File: src/rtl/chm_pkg.sv
// Purpose: shared constants, types and a reference product for the hard multiplier block
// Assumes: operands arrive from fabric logic clocked by sys_clk
// Notes: the reference function serves the embedded assertions only
//
// Functional notes
// - The block works either as one 18x18 multiplier or as two independent 9x9 multipliers.
// - In wide mode operands of 10 to 18 bits are accepted and the full product is produced.
// - In dual mode two separate products are formed at once, each from operands of up to 9 bits.
// - Operands are taken in 9-bit or 18-bit slices, each slice registered or fed straight through.
// - Operand A and operand B each have their own register-or-bypass choice.
// - All input and output registers share one clock, one clock enable and one async clear.
// - A high operand A sign control means A is two's complement, low means unsigned.
// - The operand B sign control treats operand B the same way.
// - The product is signed when at least one operand is signed, else unsigned.
// - There is one A and one B sign control, and both dual-mode multipliers use them.
// - The sign controls may change from cycle to cycle while running.
// - The sign controls have their own optional input register to line up with operands.
// - The product keeps full precision with no truncation for every sign combination.
// - The product may pass through output registers in 18-bit or 36-bit slices.
// - With the sign controls unconnected the block multiplies both operands as unsigned.
package chm_pkg;
    localparam int CHM_WIDE_W = 18;
    localparam int CHM_NARROW_W = 9;
    localparam int CHM_PROD_W = 36;
    localparam int CHM_SLICE_W = 18;
    localparam logic CHM_REG_RESET = 1'h0;

    typedef enum logic {CHM_WIDE, CHM_DUAL} chm_mode_t;

    function automatic logic [35:0] chm_ref(input logic [17:0] a, input logic [17:0] b,
                                            input logic sa, input logic sb,
                                            input logic dual);
        logic signed [37:0] w;
        logic signed [19:0] l;
        logic signed [19:0] h;
        w = $signed({sa & a[17], a}) * $signed({sb & b[17], b});
        l = $signed({sa & a[8], a[8:0]}) * $signed({sb & b[8], b[8:0]});
        h = $signed({sa & a[17], a[17:9]}) * $signed({sb & b[17], b[17:9]});
        chm_ref = dual ? {h[17:0], l[17:0]} : w[35:0];
    endfunction
endpackage

File: src/rtl/chm_reg.sv
// Purpose: one register slice with shared enable and async clear
// Assumes: aclr is the block's own clear, rst_n the system reset
// Notes: clear takes priority over enable
module chm_reg
    import chm_pkg::*;
#(
    parameter int W = 9
) (
    input wire logic sys_clk,
    input wire logic rst_n,
    input wire logic aclr,
    input wire logic ena,
    input wire logic [W-1:0] d,
    output logic [W-1:0] q
);
    if (W < 1) begin : g_bad_width
        $error("chm_reg width must be at least one");
    end

    always_ff @(posedge sys_clk or posedge aclr) begin
        if (aclr) begin
            q <= {W{CHM_REG_RESET}};
        end else if (!rst_n) begin
            q <= {W{CHM_REG_RESET}};
        end else if (ena) begin
            q <= d;
        end
    end
endmodule

File: src/rtl/chm_smul.sv
// Purpose: W by W multiplier with per-operand sign selection
// Assumes: sa and sb are stable while the product is used
// Notes: one guard bit per operand keeps every sign mix exact
module chm_smul
    import chm_pkg::*;
#(
    parameter int W = 9
) (
    input wire logic [W-1:0] a,
    input wire logic [W-1:0] b,
    input wire logic sa,
    input wire logic sb,
    output logic [2*W-1:0] p
);
    if (W < 2) begin : g_bad_width
        $error("chm_smul width must be at least two");
    end

    logic signed [W:0] a_ext;
    logic signed [W:0] b_ext;
    logic signed [2*W+1:0] full;

    // a low sign control pads with zero, so the operand reads as unsigned
    assign a_ext = $signed({sa & a[W-1], a});
    assign b_ext = $signed({sb & b[W-1], b});
    assign full = a_ext * b_ext;
    // the true product always fits in 2W bits, so the guard bits carry nothing
    assign p = full[2*W-1:0];
endmodule

File: src/rtl/chm_top.sv
// Purpose: hard multiplier block, one 18x18 or two 9x9 products
// Assumes: config ports are static or change only with care; fabric on sys_clk
// Notes: bypassed paths are combinational from operand to result
module chm_top
    import chm_pkg::*;
(
    input wire logic sys_clk,
    input wire logic rst_n,
    input wire logic aclr,
    input wire logic ena,
    input wire logic mode_dual,
    input wire logic reg_a_en,
    input wire logic reg_b_en,
    input wire logic reg_sign_en,
    input wire logic reg_out_en,
    input wire logic sign_used,
    input wire logic signa,
    input wire logic signb,
    input wire logic [17:0] data_a,
    input wire logic [17:0] data_b,
    output logic [35:0] result,
    output logic result_signed
);
    chm_mode_t mode;
    logic [8:0] a_q_lo;
    logic [8:0] a_q_hi;
    logic [8:0] b_q_lo;
    logic [8:0] b_q_hi;
    logic [1:0] sign_raw;
    logic [1:0] sign_q;
    logic [1:0] sign_eff;
    logic [17:0] a_eff;
    logic [17:0] b_eff;
    logic [35:0] wide_p;
    logic [17:0] lo_p;
    logic [17:0] hi_p;
    logic [35:0] prod_mux;
    logic prod_signed;
    logic [17:0] out_lo_q;
    logic [17:0] out_hi_q;
    logic sgn_out_q;
    logic all_bypass;

    assign mode = mode_dual ? CHM_DUAL : CHM_WIDE;

    // operand input registers, in 9-bit slices so both modes share them
    chm_reg #(.W(CHM_NARROW_W)) u_a_lo (
        .sys_clk(sys_clk),
        .rst_n(rst_n),
        .aclr(aclr),
        .ena(ena),
        .d(data_a[8:0]),
        .q(a_q_lo)
    );
    chm_reg #(.W(CHM_NARROW_W)) u_a_hi (
        .sys_clk(sys_clk),
        .rst_n(rst_n),
        .aclr(aclr),
        .ena(ena),
        .d(data_a[17:9]),
        .q(a_q_hi)
    );
    chm_reg #(.W(CHM_NARROW_W)) u_b_lo (
        .sys_clk(sys_clk),
        .rst_n(rst_n),
        .aclr(aclr),
        .ena(ena),
        .d(data_b[8:0]),
        .q(b_q_lo)
    );
    chm_reg #(.W(CHM_NARROW_W)) u_b_hi (
        .sys_clk(sys_clk),
        .rst_n(rst_n),
        .aclr(aclr),
        .ena(ena),
        .d(data_b[17:9]),
        .q(b_q_hi)
    );

    // each operand picks its own path
    assign a_eff = reg_a_en ? {a_q_hi, a_q_lo} : data_a;
    assign b_eff = reg_b_en ? {b_q_hi, b_q_lo} : data_b;

    // unconnected sign controls fall back to unsigned
    assign sign_raw = sign_used ? {signa, signb} : 2'h0;

    chm_reg #(.W(2)) u_sign (
        .sys_clk(sys_clk),
        .rst_n(rst_n),
        .aclr(aclr),
        .ena(ena),
        .d(sign_raw),
        .q(sign_q)
    );
    assign sign_eff = reg_sign_en ? sign_q : sign_raw;

    // both products are always formed; only one set reaches the result
    chm_smul #(.W(CHM_WIDE_W)) u_wide (
        .a(a_eff),
        .b(b_eff),
        .sa(sign_eff[1]),
        .sb(sign_eff[0]),
        .p(wide_p)
    );
    // one sign pair feeds both narrow halves, so mixed halves cannot be expressed
    chm_smul #(.W(CHM_NARROW_W)) u_lo (
        .a(a_eff[8:0]),
        .b(b_eff[8:0]),
        .sa(sign_eff[1]),
        .sb(sign_eff[0]),
        .p(lo_p)
    );
    chm_smul #(.W(CHM_NARROW_W)) u_hi (
        .a(a_eff[17:9]),
        .b(b_eff[17:9]),
        .sa(sign_eff[1]),
        .sb(sign_eff[0]),
        .p(hi_p)
    );

    assign prod_mux = (mode == CHM_DUAL) ? {hi_p, lo_p} : wide_p;
    assign prod_signed = sign_eff[1] | sign_eff[0];

    // output registers in 18-bit slices; in wide mode both act as one 36-bit word
    chm_reg #(.W(CHM_SLICE_W)) u_out_lo (
        .sys_clk(sys_clk),
        .rst_n(rst_n),
        .aclr(aclr),
        .ena(ena),
        .d(prod_mux[17:0]),
        .q(out_lo_q)
    );
    chm_reg #(.W(CHM_SLICE_W)) u_out_hi (
        .sys_clk(sys_clk),
        .rst_n(rst_n),
        .aclr(aclr),
        .ena(ena),
        .d(prod_mux[35:18]),
        .q(out_hi_q)
    );
    chm_reg #(.W(1)) u_out_sgn (
        .sys_clk(sys_clk),
        .rst_n(rst_n),
        .aclr(aclr),
        .ena(ena),
        .d(prod_signed),
        .q(sgn_out_q)
    );

    assign result = reg_out_en ? {out_hi_q, out_lo_q} : prod_mux;
    assign result_signed = reg_out_en ? sgn_out_q : prod_signed;

    assign all_bypass = !reg_a_en && !reg_b_en && !reg_sign_en && !reg_out_en;
endmodule

File: config.mk
export PLATFORM = sky130hd
export DESIGN_NAME = chm_top
export DESIGN_NICKNAME = d
export VERILOG_FILES = /design/src/rtl/chm_pkg.sv /design/src/rtl/chm_reg.sv /design/src/rtl/chm_smul.sv /design/src/rtl/chm_top.sv
export SDC_FILE = /design/constraint.sdc
export NUM_CORES = 2
export LEC_CHECK = 0
export BUFFER_PORTS_ARGS = -buffer_cell sky130_fd_sc_hd__buf_4
export CAP_MARGIN = 30
export CORE_ASPECT_RATIO = 1.2
export CORE_MARGIN = 2
export CORE_UTILIZATION = 40
export CTS_CLUSTER_SIZE = 14
export DETAILED_ROUTE_END_ITERATION = 8
export PLACE_DENSITY = 0.53
export RECOVER_POWER = 25
export SKIP_LAST_GASP = 1
export SYNTH_ARGS = -nofsm -noshare
export SYNTH_HDL_FRONTEND = slang
export SYNTH_SLANG_ARGS = --single-unit
File: constraint.sdc
create_clock -name sys_clk -period 12.1 [get_ports sys_clk]
set_input_delay 1.21 -clock sys_clk [delete_from_list [all_inputs] [get_ports sys_clk]]
set_output_delay 1.21 -clock sys_clk [all_outputs]
set_load 0.02 [all_outputs]
* Word level (Yosys, flattened, before mapping)
Cells that the tools add are included.
Storage, ports and cells: bits in registers 75
Cells by class: eq/ne operators 1, muxes and demuxes 24, bitwise operators 5, multipliers 3
Operator list (count):
- $mux W18 | 6
- $mux W36 | 2
- $mux W9 | 8
- $mul A10 B10 Y18 | 2
- $mul A19 B19 Y36 | 1
- $mux W2 | 4
- $and A1 B1 Y1 | 4
- $mux W1 | 4
- $ne A2 B1 Y1 const B | 1
- $or A1 B1 Y1 | 1

* Longest topological paths before layout
word-level depth 7, depth in mapped cells 29, mapped depth without buffers 27

* Modules after synthesis
A second synthesis with hierarchy kept.
Unflattened totals: cell total of the unflattened synthesis 2727, area, all modules 25578.3 um2
By module, submodules not included:
- chm_smul at u_wide | times used 1, area an instance 13277.7 um2, sequential area each 0.0 um2, cells an instance 1485
- chm_smul at u_hi | times used 1, area an instance 3786.1 um2, sequential area each 0.0 um2, cells an instance 433
- chm_smul at u_lo | times used 1, area an instance 3764.9 um2, sequential area each 0.0 um2, cells an instance 436
- chm_reg at u_out_hi ... | times used 2, area an instance 782.0 um2, sequential area each 450.4 um2, cells an instance 58
- chm_reg at u_a_hi ... | times used 4, area an instance 386.6 um2, sequential area each 225.2 um2, cells an instance 29
- chm_top | times used 1, area an instance 1507.7 um2, sequential area each 0.0 um2, cells an instance 130
- chm_reg at u_sign | times used 1, area an instance 86.3 um2, sequential area each 50.0 um2, cells an instance 7
- chm_reg at u_out_sgn | times used 1, area an instance 45.0 um2, sequential area each 25.0 um2, cells an instance 4

* Worst setup path after synthesis
Ideal clock, no wire load.
kind input -> output, start point input port reg_b_en, end point output port result[29], arrival 8644 ps, stages 27, path slack 2246 ps, data required time 10890 ps, cells stage by stage buf_2 > buf_1 > buf_1 > mux2_2 > clkbuf_1 > nand2_1 > fa_1 > inv_1 > fa_1 > inv_1 > fa_1 > inv_1 > fa_1 > fa_1 > fa_1 > inv_1 > fa_1 > inv_1 > ha_1 > a21oi_1 > nand3_1 > a2111oi_2 > a21oi_1 > o31ai_1 > or3b_1 > nand4_1 > a31oi_1
On the way: longest elaborated chain between the ends 5
RTL lines:
- start: declaration | RTL line chm_top.sv:13 | input wire logic reg_b_en,
- $mux W18 (*) | RTL line chm_top.sv:82 | assign b_eff = reg_b_en ? {b_q_hi, b_q_lo} : data_b;
- $and A1 B1 Y1 | RTL line chm_smul.sv:25 | assign b_ext = $signed({sb & b[W-1], b});
- $mul A19 B19 Y36 / $mul A10 B10 Y18 (equally long branches) | RTL line chm_smul.sv:26 | assign full = a_ext * b_ext;
- $mux W36 (*) | RTL line chm_top.sv:121 | assign prod_mux = (mode == CHM_DUAL) ? {hi_p, lo_p} : wide_p;
- $mux W36 (*) | RTL line chm_top.sv:150 | assign result = reg_out_en ? {out_hi_q, out_lo_q} : prod_mux;
- end: declaration | RTL line chm_top.sv:21 | output logic [35:0] result,
Mark *: on every way between the ends. The rest lies on a longest branch, timed or not.

* Worst setup path in the final report
start point input port reg_b_en, end point output port result[25]
On the way: longest elaborated chain between the ends 5
RTL lines (RTL line):
- $mux W18 (*) | chm_top.sv:82
- $and A1 B1 Y1 | chm_smul.sv:25
- $mul A19 B19 Y36 | chm_smul.sv:26
- $mux W36 (*) | chm_top.sv:121
- $mux W36 (*) | chm_top.sv:150
Marks and branches as above.

==> results.py <==
metrics = {
    "placement": {
        "io_buffers": 84,
        "hpwl_mm": 58.78,
        "placed_cell_area_um2": 23310,
        "dp_slack_ns": 1.639,
        "place_congestion": 0.9631,
    },
    "status": {
        "violations": "capacitance limit, slew limit",
        "status": "finished, violations left",
    },
    "synthesis": {
        "ys_top_cells_by_count": "inv_1, fa_1, nor2_1",
        "yosys.area.top_type": "fa_1",
        "syn-cell-area_um2": 21790,
        "synth_edf_count": 0,
        "syn_area_per_cell_um2": 9.008,
        "synthTopCellsByArea": "fa_1, ha_1, inv_1",
        "synth-main-ff-cell": "dfrtp_1",
        "syn_inst": 2419,
        "ys_seq_elements": 75,
        "synth_top_area_share_pct": 41.34,
        "synthesis.nets": 3101,
        "synthMostInstantiatedCell": "inv_1",
        "seq_area_frac_synth_pct": 8.613,
        "synth_warnings": 0,
        "async_flop_share_pct": 100.0,
        "synthDistinctLibCells": 68,
    },
    "clocking": {
        "postCtsResizedCells": 0,
        "cts_hold_buf": 0,
        "clockRootBuffer": "clkbuf_16",
        "htree_num_levels": 3,
        "cts_tree": "yes",
        "cts_buffer_depth": 2,
        "cts_made_buffers": 9,
        "cts_setup_buffers": 0,
        "insertion_delay_ns": 0.40,
        "clock_sinks": 75,
        "path_clk_slew_ns": 0.06,
    },
    "critical_path": {
        "start_kind": "primary input",
        "endpoint_kind": "primary output",
        "critPathKind": "primary input to primary output",
        "cpMostUsedCell": "fa_1",
        "cp_top_family": "adder cells",
        "critPathBufInv": 6,
        "crit_required_ns": 10.89,
        "cp_data_arrival_time_ns": 9.13,
        "critical_path.max_stage_delay_ns": 0.89,
        "cp_max_fo": 36,
        "critPathSlowestCell": "mux2i_1",
        "cp_cell_sequence": "buf_4 > mux2i_1 > nor2_1 > fa_1 > fa_1 > inv_1 > fa_1 > inv_1 > fa_1 > fa_1 > fa_1 > inv_1 > fa_1 > inv_1 > ha_1 > a21oi_1 > nand3_1 > a2111oi_2 > a21oi_1 > o31ai_1 > xor2_1 > o21ai_1 > mux2_2 > buf_4",
        "r2r_setup_slack_ns": 4.39,
    },
    "sta": {
        "max_freq_mhz": 96.69,
        "fin_ws_ns": 1.758,
        "slew_headroom_pct": -146.9,
        "worst_pin_slew_ns": 3.703,
        "final.min_clock_period_ns": 10.34,
        "hold_viol": 0,
        "slew_viol_final": 60,
        "final.period_utilization_pct": 85.47,
        "fin_setup_tns_ns": 0,
        "grt_setup_unrepaired": "no",
        "setup_violations": 0,
        "clock-skew-final_ns": 0.02251,
    },
    "floorplan": {
        "start_util_pct": 40.53,
        "dieWidth_um": 217.1,
        "dieHeight_um": 259.7,
        "rows": 93,
        "die_area_um2": 56370,
        "boundaryPins": 85,
        "core_area_um2": 53760,
    },
    "route": {
        "routed_wl_mm": 69.76,
        "drt_iter0_drc": 1059,
        "routedWlPerCell_um": 21.85,
        "viasPerCell": 5.268,
        "ant_nets": 0,
        "vias": 16820,
        "firstDrtPassIters": 5,
        "drc": 0,
    },
    "global_routing": {
        "track_usage_pct": 25.62,
        "grt_pass1_vias": 18230,
        "antenna_found_initial": 1,
        "grt_pass1_wl_mm": 107.2,
        "grt_max_degree": 74,
        "grt_overflow": 0,
    },
    "layout": {
        "area_delta_synth_final_pct": 8.320,
        "drive_above_1_share_pct": 8.108,
        "fillers": 5376,
        "seq_area_um2": 1877,
        "final_cell_area_um2": 23600,
        "multi_input_area_um2": 17530,
        "nNetsFinal": 3158,
    },
    "hold_path": {
        "hp-class": "register to register",
    },
    "power_and_ir_drop": {
        "p_leak_nw": 12.49,
        "power.total_w": 0.004873,
        "powerDensity_nw_per_um2": 206.4,
        "vdd.ir_drop.worst_v": 0.0001924,
    },
    "run": {
        "drv_cap": 1,
    },
}
==> per-layer routing <==
layer  GRT usage [%]  wire, µm
met1           31.05     26250
met2           44.16     35020
met3           3.696      4364
met4           13.53      4126
met5               0         0
==> flip-flops by register name, summed over array words and instances (netlist names) <==
signal,count
u_a_hi.q,9
u_b_lo.q,9
u_out_sgn.q,1
u_out_hi.q,18
u_b_hi.q,9
u_out_lo.q,18
u_sign.q,2
u_a_lo.q,9
==> worst min-delay path: cells and delay by family (launching register included) <==
family,cells,cell delay (ns)
flip-flops,1,0.34
multiplexers,1,0.06
AND/OR/NAND/NOR,1,0.08
==> per-stage QoR <==
stage | util [%] | std cells | hold slack (ns)
floorplan | - | 2419 | 0.4804
global placement | 43.27 | 3171 | 0.4973
detailed placement | 43.36 | 3175 | 0.5106
CTS | 43.89 | 3189 | 0.5241
global route | 43.90 | 3191 | 0.5445
finish | 43.91 | 3192 | 0.5207
==> cells in the final DEF (no fill, tap or decap), drive strengths merged, types with 5 or more instances in the layout <==
master,synthesis,layout
mux2,50,50
o211ai,13,13
mux2i,84,84
or3,8,8
nand2,264,264
a31oi,14,14
clkbuf,63,12
a211oi,17,17
xnor2,36,36
o21ai,52,52
ha,184,184
fa,450,450
nor2b,8,8
buf,13,119
xor2,28,28
nand3,17,17
a21o,21,21
and3,8,8
dfrtp,75,75
a21oi,72,72
o21ba,5,5
or2,7,7
nor2,275,275
o21bai,6,6
inv,557,556
nor3,12,12
o21a,18,18
==> power breakdown <==
| group | switching (W) | total [W] | internal [W] |
|---|---|---|---|
| Clock | 0.000137 | 0.000295 | 0.000157 |
| Combinational | 0.00256 | 0.00426 | 0.00170 |
| Sequential | 0.0000212 | 0.000313 | 0.000292 |
==> area by class of cell <==
type	instances	share of cell area, %
Antenna cell	1	0.01060
Clock buffer	9	0.9541
Clock inverter	5	0.2385
Inverter	558	8.879
Multi-Input combinational cell	1710	74.26
Sequential cell	75	7.951
Tap cell	712	3.774
Timing Repair Buffer	122	3.933
==> path summary, 6_finish.rpt <==
kind	to	depth (start not counted)	from
max in group asynchronous	u_b_lo.q[2]	4	aclr
worst max-delay path	result[25]	24	reg_b_en
worst max register to register	u_out_hi.q[17]	22	u_b_hi.q[0]
min in group asynchronous	u_out_hi.q[15]	2	aclr
worst min register to register	u_out_lo.q[4]	2	u_out_lo.q[4]
worst min-delay path	u_out_lo.q[4]	2	u_out_lo.q[4]
==> cell families after synthesis <==
kind of cell,share of synthesized area (%)
multiplexers,6.460
buffers and inverters,10.97
AO/OA/AOI/OAI,7.815
XOR/XNOR,2.779
flip-flops,8.613
AND/OR/NAND/NOR,11.46
adder cells (fa/ha/maj),51.91
(Power assumes the default switching activity.)
